## src/noise_pkg.sv

```systemverilog
// noise_pkg: constants, register map and types of the noise estimator
// assumes a 50 MHz system clock and 24-bit signed X/Y samples
package noise_pkg;

    // clock and sample tick
    localparam int SYS_CLK_HZ     = 50_000_000;
    localparam int SAMPLE_RATE_HZ = 512;
    localparam int TICK_CYCLES    = SYS_CLK_HZ / SAMPLE_RATE_HZ;

    // data path widths
    localparam int DATA_W     = 24;
    localparam int ACC_W      = 48;
    localparam int ACC_FRAC   = 22;
    localparam int FIFO_DEPTH = 16;
    localparam int SCALE_FRAC = 16;
    localparam int SETTLE_W   = 24;

    // register byte offsets
    localparam logic [7:0] REG_CTRL    = 8'h00;
    localparam logic [7:0] REG_SENS    = 8'h04;
    localparam logic [7:0] REG_STATUS  = 8'h08;
    localparam logic [7:0] REG_X_NOISE = 8'h0C;
    localparam logic [7:0] REG_Y_NOISE = 8'h10;
    localparam logic [7:0] REG_X_MEAN  = 8'h14;
    localparam logic [7:0] REG_Y_MEAN  = 8'h18;
    localparam logic [7:0] REG_X_MAD   = 8'h1C;
    localparam logic [7:0] REG_Y_MAD   = 8'h20;

    // control fields
    localparam int CTRL_TC_LSB    = 0;
    localparam int CTRL_SLOPE_LSB = 4;
    localparam int CTRL_AVG_LSB   = 8;
    localparam int CTRL_SEL_LSB   = 12;
    localparam logic [31:0] CTRL_MASK  = 32'h0000_3337;
    localparam logic [31:0] CTRL_RST   = 32'h0000_0117;
    localparam logic [31:0] SENS_MASK  = 32'h0000_001F;
    localparam logic [31:0] SENS_RST   = 32'h0000_0000;
    localparam logic [3:0]  TC_MAX     = 4'hF;

    // status fields
    localparam int STAT_VALID_BIT  = 0;
    localparam int STAT_SETTLE_BIT = 1;
    localparam int STAT_LEVEL_LSB  = 8;

    // averaging time: 2^(tc + AVG_MIN_EXP + field) ticks, capped to 64T
    localparam logic [4:0] AVG_MIN_EXP = 5'h04;
    localparam logic [4:0] AVG_MAX_EXP = 5'h06;
    localparam logic [3:0] SETTLE_AVG_MULT = 4'h4;

    // filter wait time in multiples of T
    localparam logic [3:0] WAIT_6DB  = 4'h5;
    localparam logic [3:0] WAIT_12DB = 4'h7;
    localparam logic [3:0] WAIT_18DB = 4'h9;
    localparam logic [3:0] WAIT_24DB = 4'hA;

    // Q16 of 1.2533*sqrt(2^(e mod 2)*T/k) for even and odd exponents e
    localparam logic [14:0] SCALE_6DB_EVEN  = 15'h1C5C;
    localparam logic [14:0] SCALE_6DB_ODD   = 15'h281C;
    localparam logic [14:0] SCALE_12DB_EVEN = 15'h281B;
    localparam logic [14:0] SCALE_12DB_ODD  = 15'h38B8;
    localparam logic [14:0] SCALE_18DB_EVEN = 15'h2E4F;
    localparam logic [14:0] SCALE_18DB_ODD  = 15'h417E;
    localparam logic [14:0] SCALE_24DB_EVEN = 15'h32BB;
    localparam logic [14:0] SCALE_24DB_ODD  = 15'h47BF;

    typedef enum logic [1:0] {SLOPE_6DB, SLOPE_12DB, SLOPE_18DB, SLOPE_24DB} slope_t;
    typedef enum logic [1:0] {SEL_X, SEL_Y, SEL_X_NOISE, SEL_Y_NOISE} disp_sel_t;

endpackage

```

## src/mad_noise_estimator.sv

```systemverilog
// mad_noise_estimator: X/Y noise density estimator with Wishbone registers
// assumes samples arrive on the system clock with valid/ready handshake,
// one Wishbone classic slave, synchronous 50 MHz clock
// Function
// [RULE1] noise bandwidth from time constant and slope
// [RULE2] settle wait of 5T, 7T, 9T, 10T
// [RULE3] running moving-average mean per channel
// [RULE4] deviation is input minus current mean
// [RULE5] average absolute deviation, not RMS
// [RULE6] one fixed factor turns deviation into RMS
// [RULE7] both channels update at 512 Hz
// [RULE8] averaging time 10 to 80 time constants; the code offers only 16T, 32T and 64T
// [RULE9] result normalised to volts per root hertz
// [RULE10] estimator runs whether displayed or not
// [RULE11] display selector routes chosen noise estimate
// [RULE12] sensitivity change forces re-settling before valid
// [RULE13] averages are first-order exponential accumulators
//
// Added by the designer: the register addresses and the Wishbone slave port.
`timescale 1ns/1ps
module mad_noise_estimator #(
    parameter int TICK_CYCLES = noise_pkg::TICK_CYCLES
) (
    input  wire logic        ref_clk_i,
    input  wire logic        rst_i,
    input  wire logic        wb_cyc_i,
    input  wire logic        wb_stb_i,
    input  wire logic        wb_we_i,
    input  wire logic [7:0]  wb_adr_i,
    input  wire logic [3:0]  wb_sel_i,
    input  wire logic [31:0] wb_dat_i,
    output logic      [31:0] wb_dat_o,
    output logic             wb_ack_o,
    input  wire logic        samp_valid_i,
    output logic             samp_ready_o,
    input  wire logic [23:0] samp_x_i,
    input  wire logic [23:0] samp_y_i,
    output logic      [31:0] display_o,
    output logic             display_valid_o,
    output logic             noise_valid_o
);
    localparam int DW     = noise_pkg::DATA_W;
    localparam int AW     = noise_pkg::ACC_W;
    localparam int FR     = noise_pkg::ACC_FRAC;
    localparam int SW     = noise_pkg::SETTLE_W;
    localparam int TICK_W = $clog2(TICK_CYCLES + 1);
    localparam int LVL_W  = $clog2(noise_pkg::FIFO_DEPTH + 1);
    typedef enum logic [1:0] {ST_SEED, ST_SETTLE, ST_VALID} est_state_t;
    // sign-extended value placed above the accumulator fraction
    function automatic logic signed [AW-1:0] to_acc(input logic signed [DW:0] v);
        to_acc = {{(AW-DW-1-FR){v[DW]}}, v, {FR{1'b0}}};
    endfunction

    // one step of an exponential average with weight 2^-sh
    function automatic logic signed [AW-1:0] ema_step(input logic signed [AW-1:0] acc,
                                                      input logic signed [AW-1:0] tgt,
                                                      input logic [4:0]           sh);
        logic signed [AW:0] diff;
        diff     = {tgt[AW-1], tgt} - {acc[AW-1], acc};
        ema_step = acc + AW'(diff >>> sh);
    endfunction

    // MAD-to-RMS factor folded with 1/sqrt(bandwidth)
    function automatic logic [14:0] scale_q16(input logic [1:0] slope, input logic odd);
        case (slope)
            noise_pkg::SLOPE_6DB:  scale_q16 = odd ? noise_pkg::SCALE_6DB_ODD
                                                   : noise_pkg::SCALE_6DB_EVEN;
            noise_pkg::SLOPE_12DB: scale_q16 = odd ? noise_pkg::SCALE_12DB_ODD
                                                   : noise_pkg::SCALE_12DB_EVEN;
            noise_pkg::SLOPE_18DB: scale_q16 = odd ? noise_pkg::SCALE_18DB_ODD
                                                   : noise_pkg::SCALE_18DB_EVEN;
            default:               scale_q16 = odd ? noise_pkg::SCALE_24DB_ODD
                                                   : noise_pkg::SCALE_24DB_EVEN;
        endcase
    endfunction

    // byte-lane merge of a Wishbone write
    function automatic logic [31:0] wb_merge(input logic [31:0] old, input logic [31:0] nw,
                                             input logic [3:0] sel);
        for (int b = 0; b < 4; b++) begin
            old[8*b +: 8] = sel[b] ? nw[8*b +: 8] : old[8*b +: 8];
        end
        wb_merge = old;
    endfunction

    // registers, state and combinational helpers
    logic [TICK_W-1:0]      tick_cnt_q;
    logic                   tick_q;
    logic [31:0]            ctrl_q;
    logic [31:0]            sens_q;
    logic                   restart_q;
    est_state_t             state_q;
    logic [SW-1:0]          settle_q;
    logic signed [AW-1:0]   mean_q [2];
    logic signed [AW-1:0]   mad_q  [2];
    logic [31:0]            noise_q [2];
    logic signed [DW-1:0]   last_q [2];
    logic                   upd_q;
    logic                   fifo_valid;
    logic [2*DW-1:0]        fifo_data;
    logic [LVL_W-1:0]       fifo_level;
    logic                   pop;
    logic [3:0]             tc_exp;
    logic [1:0]             slope;
    logic [4:0]             avg_ext;
    logic [4:0]             avg_sh;
    logic [3:0]             wait_mult;
    logic [SW-1:0]          settle_load;
    logic signed [DW-1:0]   chan_in [2];
    logic signed [DW-1:0]   mean_v  [2];
    logic [DW:0]            dev_abs [2];
    logic                   wb_req;
    logic                   wb_wr;
    logic [31:0]            rd_mux;
    logic [31:0]            ctrl_new;

    // sample buffer between filter chain and estimator
    noise_fifo #(
        .WIDTH (2*DW),
        .DEPTH (noise_pkg::FIFO_DEPTH)
    ) u_fifo (
        .clk_i       (ref_clk_i),
        .rst_i       (rst_i),
        .in_valid_i  (samp_valid_i),
        .in_ready_o  (samp_ready_o),
        .in_data_i   ({samp_x_i, samp_y_i}),
        .out_valid_o (fifo_valid),
        .out_ready_i (tick_q),
        .out_data_o  (fifo_data),
        .level_o     (fifo_level)
    );

    // 512 Hz update tick
    always_ff @(posedge ref_clk_i or posedge rst_i) begin
        if (rst_i) begin
            tick_cnt_q <= '0;
            tick_q     <= 1'b0;
        end else if (tick_cnt_q == TICK_W'(TICK_CYCLES - 1)) begin
            tick_cnt_q <= '0;
            tick_q     <= 1'b1; // [RULE7]
        end else begin
            tick_cnt_q <= tick_cnt_q + 1'b1;
            tick_q     <= 1'b0;
        end
    end
    // one pair consumed per tick; a late pair waits for the next
    assign pop = tick_q & fifo_valid; // [RULE7]

    // fields decoded from the control register
    always_comb begin
        tc_exp  = ctrl_q[noise_pkg::CTRL_TC_LSB +: 4];
        slope   = ctrl_q[noise_pkg::CTRL_SLOPE_LSB +: 2];
        avg_ext = noise_pkg::AVG_MIN_EXP + {3'b000, ctrl_q[noise_pkg::CTRL_AVG_LSB +: 2]};
        if (avg_ext > noise_pkg::AVG_MAX_EXP) begin
            avg_ext = noise_pkg::AVG_MAX_EXP; // keeps averaging within 16T..64T [RULE8]
        end
        avg_sh = {1'b0, tc_exp} + avg_ext; // [RULE8]
    end

    // filter wait time and settle period in ticks
    always_comb begin
        case (slope)
            noise_pkg::SLOPE_6DB:  wait_mult = noise_pkg::WAIT_6DB;  // [RULE2]
            noise_pkg::SLOPE_12DB: wait_mult = noise_pkg::WAIT_12DB; // [RULE2]
            noise_pkg::SLOPE_18DB: wait_mult = noise_pkg::WAIT_18DB; // [RULE2]
            default:               wait_mult = noise_pkg::WAIT_24DB; // [RULE2]
        endcase
        settle_load = (SW'(wait_mult) << tc_exp)
                    + (SW'(noise_pkg::SETTLE_AVG_MULT) << avg_sh);
    end

    // per-channel input, mean and absolute deviation
    always_comb begin
        chan_in[0] = fifo_data[DW +: DW];
        chan_in[1] = fifo_data[0 +: DW];
        for (int c = 0; c < 2; c++) begin
            logic signed [DW:0] dev;
            dev        = '0;
            mean_v[c]  = mean_q[c][FR +: DW];
            dev        = {chan_in[c][DW-1], chan_in[c]}
                       - {mean_v[c][DW-1], mean_v[c]}; // [RULE4]
            dev_abs[c] = dev[DW] ? (DW+1)'(-dev) : dev; // [RULE5]
        end
    end

    // running mean and mean absolute deviation of both channels
    always_ff @(posedge ref_clk_i or posedge rst_i) begin
        if (rst_i) begin
            for (int c = 0; c < 2; c++) begin
                mean_q[c] <= '0;
                mad_q[c]  <= '0;
            end
        end else if (pop) begin
            for (int c = 0; c < 2; c++) begin
                if (state_q == ST_SEED) begin
                    mean_q[c] <= to_acc({chan_in[c][DW-1], chan_in[c]});
                    mad_q[c]  <= '0;
                end else begin
                    mean_q[c] <= ema_step(mean_q[c],
                                          to_acc({chan_in[c][DW-1], chan_in[c]}),
                                          avg_sh); // [RULE3] [RULE13]
                    mad_q[c]  <= ema_step(mad_q[c], to_acc(dev_abs[c]),
                                          avg_sh); // [RULE5] [RULE13]
                end
            end
        end
    end

    // latest raw sample for the plain X and Y display choices
    always_ff @(posedge ref_clk_i or posedge rst_i) begin
        if (rst_i) begin
            last_q[0] <= '0;
            last_q[1] <= '0;
        end else if (pop) begin
            last_q[0] <= chan_in[0];
            last_q[1] <= chan_in[1];
        end
    end
    // noise density, the cycle after each update
    always_ff @(posedge ref_clk_i or posedge rst_i) begin
        if (rst_i) begin
            upd_q      <= 1'b0;
            noise_q[0] <= '0;
            noise_q[1] <= '0;
        end else begin
            upd_q <= pop;
            if (upd_q) begin
                for (int c = 0; c < 2; c++) begin
                    noise_q[c] <= 32'((40'(mad_q[c][FR +: DW+1])
                                * 40'(scale_q16(slope, tc_exp[0])))
                                >> noise_pkg::SCALE_FRAC)
                                << tc_exp[3:1]; // [RULE1] [RULE6] [RULE9]
                end
            end
        end
    end

    // estimator state: seed, settle, valid
    always_ff @(posedge ref_clk_i or posedge rst_i) begin
        if (rst_i) begin
            state_q  <= ST_SEED;
            settle_q <= '0;
        end else if (restart_q) begin
            state_q  <= (state_q == ST_SEED) ? ST_SEED : ST_SETTLE; // [RULE12]
            settle_q <= settle_load; // [RULE2] [RULE12]
        end else if (pop) begin
            case (state_q)
                ST_SEED: begin
                    state_q  <= ST_SETTLE;
                    settle_q <= settle_load; // [RULE2]
                end
                ST_SETTLE: begin
                    if (settle_q <= SW'(1)) begin
                        state_q  <= ST_VALID;
                        settle_q <= '0;
                    end else begin
                        settle_q <= settle_q - 1'b1;
                    end
                end
                ST_VALID: state_q <= ST_VALID; // keeps running while shown or not [RULE10]
                default:  state_q <= ST_SEED;
            endcase
        end
    end

    // display quantity and validity
    always_ff @(posedge ref_clk_i or posedge rst_i) begin
        if (rst_i) begin
            display_o       <= '0;
            display_valid_o <= 1'b0;
            noise_valid_o   <= 1'b0;
        end else begin
            display_valid_o <= upd_q;
            noise_valid_o   <= (state_q == ST_VALID) && !restart_q; // [RULE12]
            case (ctrl_q[noise_pkg::CTRL_SEL_LSB +: 2])
                noise_pkg::SEL_X:       display_o <= 32'(last_q[0]);
                noise_pkg::SEL_Y:       display_o <= 32'(last_q[1]);
                noise_pkg::SEL_X_NOISE: display_o <= noise_q[0]; // [RULE11]
                default:                display_o <= noise_q[1]; // [RULE11]
            endcase
        end
    end

    // Wishbone request decode
    assign wb_req   = wb_cyc_i & wb_stb_i & ~wb_ack_o;
    assign wb_wr    = wb_req & wb_we_i;
    assign ctrl_new = wb_merge(ctrl_q, wb_dat_i, wb_sel_i) & noise_pkg::CTRL_MASK;
    // read multiplexer; unmapped offsets read zero
    always_comb begin
        rd_mux = '0;
        case (wb_adr_i)
            noise_pkg::REG_CTRL:    rd_mux = ctrl_q;
            noise_pkg::REG_SENS:    rd_mux = sens_q;
            noise_pkg::REG_STATUS: begin
                rd_mux[noise_pkg::STAT_VALID_BIT]        = noise_valid_o;
                rd_mux[noise_pkg::STAT_SETTLE_BIT]       = (state_q != ST_VALID);
                rd_mux[noise_pkg::STAT_LEVEL_LSB +: LVL_W] = fifo_level;
            end
            noise_pkg::REG_X_NOISE: rd_mux = noise_q[0];
            noise_pkg::REG_Y_NOISE: rd_mux = noise_q[1];
            noise_pkg::REG_X_MEAN:  rd_mux = 32'(mean_v[0]);
            noise_pkg::REG_Y_MEAN:  rd_mux = 32'(mean_v[1]);
            noise_pkg::REG_X_MAD:   rd_mux = 32'(mad_q[0][FR +: DW+1]);
            noise_pkg::REG_Y_MAD:   rd_mux = 32'(mad_q[1][FR +: DW+1]);
            default:                rd_mux = '0;
        endcase
    end

    // ack and read data one cycle after the request
    always_ff @(posedge ref_clk_i or posedge rst_i) begin
        if (rst_i) begin
            wb_ack_o <= 1'b0;
            wb_dat_o <= '0;
        end else begin
            wb_ack_o <= wb_req;
            wb_dat_o <= wb_req ? rd_mux : '0;
        end
    end

    // writable registers; filter or sensitivity changes restart settling
    always_ff @(posedge ref_clk_i or posedge rst_i) begin
        if (rst_i) begin
            ctrl_q    <= noise_pkg::CTRL_RST;
            sens_q    <= noise_pkg::SENS_RST;
            restart_q <= 1'b0;
        end else begin
            restart_q <= 1'b0;
            if (wb_wr && wb_adr_i == noise_pkg::REG_CTRL) begin
                ctrl_q    <= ctrl_new;
                restart_q <= (ctrl_new[11:0] != ctrl_q[11:0]); // filter change [RULE2]
            end
            if (wb_wr && wb_adr_i == noise_pkg::REG_SENS) begin
                sens_q    <= wb_merge(sens_q, wb_dat_i, wb_sel_i) & noise_pkg::SENS_MASK;
                restart_q <= 1'b1; // [RULE12]
            end
        end
    end

endmodule

```

## src/noise_fifo.sv

```systemverilog
// noise_fifo: synchronous FIFO for X/Y sample pairs
// assumes one clock; ready on the write side is a registered flag
`timescale 1ns/1ps
module noise_fifo #(
    parameter int WIDTH = 48,
    parameter int DEPTH = 16
) (
    input  wire logic                       clk_i,
    input  wire logic                       rst_i,
    input  wire logic                       in_valid_i,
    output logic                            in_ready_o,
    input  wire logic [WIDTH-1:0]           in_data_i,
    output logic                            out_valid_o,
    input  wire logic                       out_ready_i,
    output logic [WIDTH-1:0]                out_data_o,
    output logic [$clog2(DEPTH+1)-1:0]      level_o
);
    localparam int PTR_W = $clog2(DEPTH);
    localparam int CNT_W = $clog2(DEPTH+1);

    logic [WIDTH-1:0] mem [DEPTH];
    logic [PTR_W-1:0] wr_ptr_q;
    logic [PTR_W-1:0] rd_ptr_q;
    logic [CNT_W-1:0] count_q;
    logic [CNT_W-1:0] count_d;
    logic             push;
    logic             pop;

    // handshakes on both sides
    assign push        = in_valid_i & in_ready_o;
    assign pop         = out_valid_o & out_ready_i;
    assign out_valid_o = (count_q != '0);
    assign out_data_o  = mem[rd_ptr_q];
    assign level_o     = count_q;

    // next fill level
    always_comb begin
        count_d = count_q;
        if (push && !pop) begin
            count_d = count_q + 1'b1;
        end else if (pop && !push) begin
            count_d = count_q - 1'b1;
        end
    end

    // storage array
    always_ff @(posedge clk_i) begin
        if (push) begin
            mem[wr_ptr_q] <= in_data_i;
        end
    end

    // pointers, level and ready flag
    always_ff @(posedge clk_i or posedge rst_i) begin
        if (rst_i) begin
            wr_ptr_q   <= '0;
            rd_ptr_q   <= '0;
            count_q    <= '0;
            in_ready_o <= 1'b1;
        end else begin
            if (push) begin
                wr_ptr_q <= (wr_ptr_q == PTR_W'(DEPTH-1)) ? '0 : wr_ptr_q + 1'b1;
            end
            if (pop) begin
                rd_ptr_q <= (rd_ptr_q == PTR_W'(DEPTH-1)) ? '0 : rd_ptr_q + 1'b1;
            end
            count_q    <= count_d;
            in_ready_o <= (count_d != CNT_W'(DEPTH)); // stalls the source when full
        end
    end

endmodule

```

## config.mk

```make
export PLATFORM = sky130hd
export DESIGN_NAME = mad_noise_estimator
export DESIGN_NICKNAME = d
export VERILOG_FILES = /design/src/noise_pkg.sv /design/src/mad_noise_estimator.sv /design/src/noise_fifo.sv
export SDC_FILE = /design/constraint.sdc
export NUM_CORES = 2
export LEC_CHECK = 0
export BUFFER_PORTS_ARGS = -buffer_cell sky130_fd_sc_hd__clkbuf_2
export CORE_AREA = 2 2 292 583
export CTS_CLUSTER_DIAMETER = 150
export CTS_CLUSTER_SIZE = 30
export DETAILED_ROUTE_END_ITERATION = 12
export DIE_AREA = 0 0 294 585
export PLACE_DENSITY = 0.78
export SETUP_SLACK_MARGIN = 0.1
export SLEW_MARGIN = 30
export SYNTH_ARGS = -nofsm -noshare
export SYNTH_HDL_FRONTEND = slang
export SYNTH_SLANG_ARGS = --single-unit
```

## constraint.sdc

```tcl
create_clock -name ref_clk_i -period 12.3 [get_ports ref_clk_i]
set_clock_uncertainty 0.15 [all_clocks]
set_input_delay 1.23 -clock ref_clk_i [delete_from_list [all_inputs] [get_ports ref_clk_i]]
set_output_delay 1.23 -clock ref_clk_i [all_outputs]
set_load 0.01 [all_outputs]
```

==> results.json <==
{
  "grt-busiest-layer": "met2",
  "fin_cells": 11750,
  "seq_area_frac_synth_pct": 34.35,
  "use_met3_pct": 7.463,
  "synth_area_per_cell_um2": 10.06,
  "register_area_um2": 33770,
  "hpwl_um": 231100,
  "multi_input_area_um2": 59810,
  "synth_area_um2": 98260,
  "cp_num_cells": 43,
  "ios": 166,
  "routed_wl_um": 320400,
  "required_ns": 12.75,
  "mostFrequentLayoutCells": "nand2_1, edfxtp_1, inv_1",
  "grt_max_degree": 165,
  "synth-warning-count": 0,
  "setup_violations": 0,
  "p_leak_nw": 43.74,
  "clock_sinks": 1195,
  "rsz0062_at_grt": "yes",
  "clockBufferDepth": 3,
  "syn_inst": 9767,
  "min_path_type": "reg -> reg",
  "fillers": 13510,
  "synthArstFlopShare_pct": 35.73,
  "cts_buffers": 46,
  "max-slew-margin-rel_pct": 28.11,
  "synth_top_area_share_pct": 23.47,
  "grt_pass1_wl_um": 478800,
  "crit_buf_inv": 3,
  "antenna_found_initial": 29,
  "power.density_nw_per_um2": 98.78,
  "dp_cells": 11650,
  "period_needed_ns": 11.63,
  "drc": 0,
  "start_util_pct": 58.61,
  "slowest_delay_ns": 0.84,
  "grt_pass1_vias": 76650,
  "finalCritPeriodShare_pct": 94.58,
  "ys_types": 98,
  "crit_slowest_cell": "xnor2_1",
  "via_count": 78730,
  "max_freq_mhz": 85.96,
  "cp_data_arrival_time_ns": 12.09,
  "syn_nets": 11000,
  "cts.clk_slew.worst_paths_ns": 0.14,
  "clockRootBuffer": "clkbuf_16",
  "worst_r2r_path_depth": 43,
  "hold_path_depth": 1,
  "yosys-top-cells-area": "edfxtp_1, fa_1, dfrtp_1",
  "pre_cts_ws_ns": 0.6673,
  "dr.pass1.iters": 8,
  "cap_violations": 0,
  "finalSetupTns_ns": 0,
  "syn_to_final_growth_pct": 4.572,
  "drive_gt1_share_pct": 8.509,
  "ys_seq_elements": 1195,
  "ant_nets": 0,
  "finalPower_mw": 10.15,
  "core_region_area_um2": 167600,
  "crit_fanout": 17,
  "start_kind": "flip-flop",
  "ir_worst_vdd_uv": 271.9,
  "cp-end-kind": "flip-flop",
  "die_h_um": 585,
  "final_nets": 10780,
  "post_drt_wl_per_cell_um": 27.27,
  "cts_tree": "done",
  "status": "completed",
  "synth_edf_count": 768,
  "tightestPinTransition_ns": 1.074,
  "use_met1_pct": 47.65,
  "postLayoutSetupSlackWorst_ns": 0.6667,
  "gp_congestion": 1.038,
  "gr-usage-met2_pct": 56.70,
  "path_class": "reg -> reg",
  "io_buffers": 141,
  "hold_viol": 0,
  "synth_largest_area_cell": "edfxtp_1",
  "report.final.slew_viol_count": 0,
  "ys.flop_type": "edfxtp_1",
  "dieArea_um2": 172000,
  "drt_first_iter_violations": 9092,
  "crit_path_frequent_cell": "a21oi_1",
  "htree_num_levels": 2,
  "critPathTopFamily": "compound AO/OA/AOI/OAI gates",
  "layout_commonest_cell": "nand2_1",
  "grt_remaining_overflow": 0,
  "vias_per_cell": 6.700,
  "rows": 213,
  "grt.total_usage_pct": 37.15,
  "clock_latency_ns": 0.74,
  "die_w_um": 294
}
-- per-stage QoR --
stage / hold slack (ns) / area, µm² / utilization, %
after global routing: 0.3540 / 102700 / 61.28
after floorplan: 0.2019 / 98260 / -
final: 0.3175 / 102700 / 61.29
after CTS: 0.3168 / 102500 / 61.16
after global placement: 0.2854 / 101100 / 60.33
after detailed placement: 0.2991 / 101100 / 60.33
-- cell usage after synthesis (90+ instances only) --
| master | n |
|---|---|
| clkbuf_1 | 440 |
| xnor2_1 | 256 |
| buf_1 | 103 |
| nand3_1 | 106 |
| fa_1 | 600 |
| mux2i_1 | 339 |
| inv_1 | 759 |
| a21o_1 | 212 |
| ha_1 | 533 |
| a22oi_1 | 90 |
| a211oi_1 | 106 |
| xor2_1 | 202 |
| mux4_2 | 269 |
| nor2_1 | 751 |
| and2_1 | 179 |
| a21oi_1 | 698 |
| edfxtp_1 | 768 |
| o21ai_0 | 468 |
| o22ai_1 | 94 |
| nand2_1 | 1057 |
| nor3_1 | 169 |
| a31oi_1 | 106 |
| dfrtp_1 | 421 |
-- kinds of logic after synthesis --
kind of cell / share of synthesized area (%)
AO/OA/AOI/OAI: 14.71
XOR/XNOR: 4.083
adder cells (fa/ha/maj): 19.01
buffers and inverters: 5.139
flip-flops: 34.35
multiplexers: 10.37
AND/OR/NAND/NOR: 12.33
-- area by class of cell --
type	count	area share, %
Multi-Input combinational cell	7243	58.21
Sequential cell	1195	32.87
Inverter	763	2.806
Tap cell	2150	2.618
Timing Repair Buffer	303	2.114
Clock buffer	80	1.245
Clock inverter	6	0.1145
Antenna cell	11	0.02679
-- path summary, 6_finish.rpt --
check                                   start       endpoint  slack (ns)
max                        u_fifo.rd_ptr_q[0]      mad_q[47]        0.67
min                             tick_cnt_q[0]  tick_cnt_q[0]        0.32
max reg2reg                u_fifo.rd_ptr_q[0]      mad_q[47]        0.67
min reg2reg                     tick_cnt_q[0]  tick_cnt_q[0]        0.32
max in group asynchronous               rst_i      mad_q[61]        9.25
min in group asynchronous               rst_i   display_o[5]        0.40
-- sequential cells by signal (all words and copies together), names as in the netlist --
name               flops
ctrl_q                 9
display_o             28
display_valid_o        1
last_q                48
mad_q                 96
mean_q                96
noise_q               54
noise_valid_o          1
restart_q              1
sens_q                 5
settle_q              24
state_q                2
tick_cnt_q            17
tick_q                 1
u_fifo.in_ready_o      1
u_fifo.level_o         5
u_fifo.mem           768
u_fifo.rd_ptr_q        4
u_fifo.wr_ptr_q        4
upd_q                  1
wb_ack_o               1
wb_dat_o              28
-- worst reg2reg max path, delay by kind of cell (launching register included) --
family,cells,cell delay [ns]
flops,1,0.71
simple gates,10,1.45
mux,5,2.27
fa+ha+maj,3,1.24
xor+xnor,3,1.21
buf+inv,3,0.82
compound gates,19,3.70
-- routing by layer --
layer,vias to the layer above,part of all wire [%],wire [µm]
met4,40,8.6,27560
met5,-,0.079,252
met3,1028,10,32260
met1,38670,37,117000
met2,4592,45,143300
li1,34410,-,-
-- what timing repair did --
| item | in CTS | in global routing |
|---|---|---|
| hold buffers | 0 | 0 |
| endpoints found under the setup margin | 0 | 10 |
| gates resized for setup | 0 | 3 |
| buffers inserted | 0 | 1 |
-- where the power goes --
group	leakage [nW]	total (mW)	internal, mW	switching (mW)
logic	30.2	3.49	1.26	2.22
registers	12.8	4.61	4.51	0.0937
clock network	0.655	2.06	0.737	1.32
total	43.7	10.1	6.51	3.64
No activity file was read; power rests on OpenSTA's default activity.
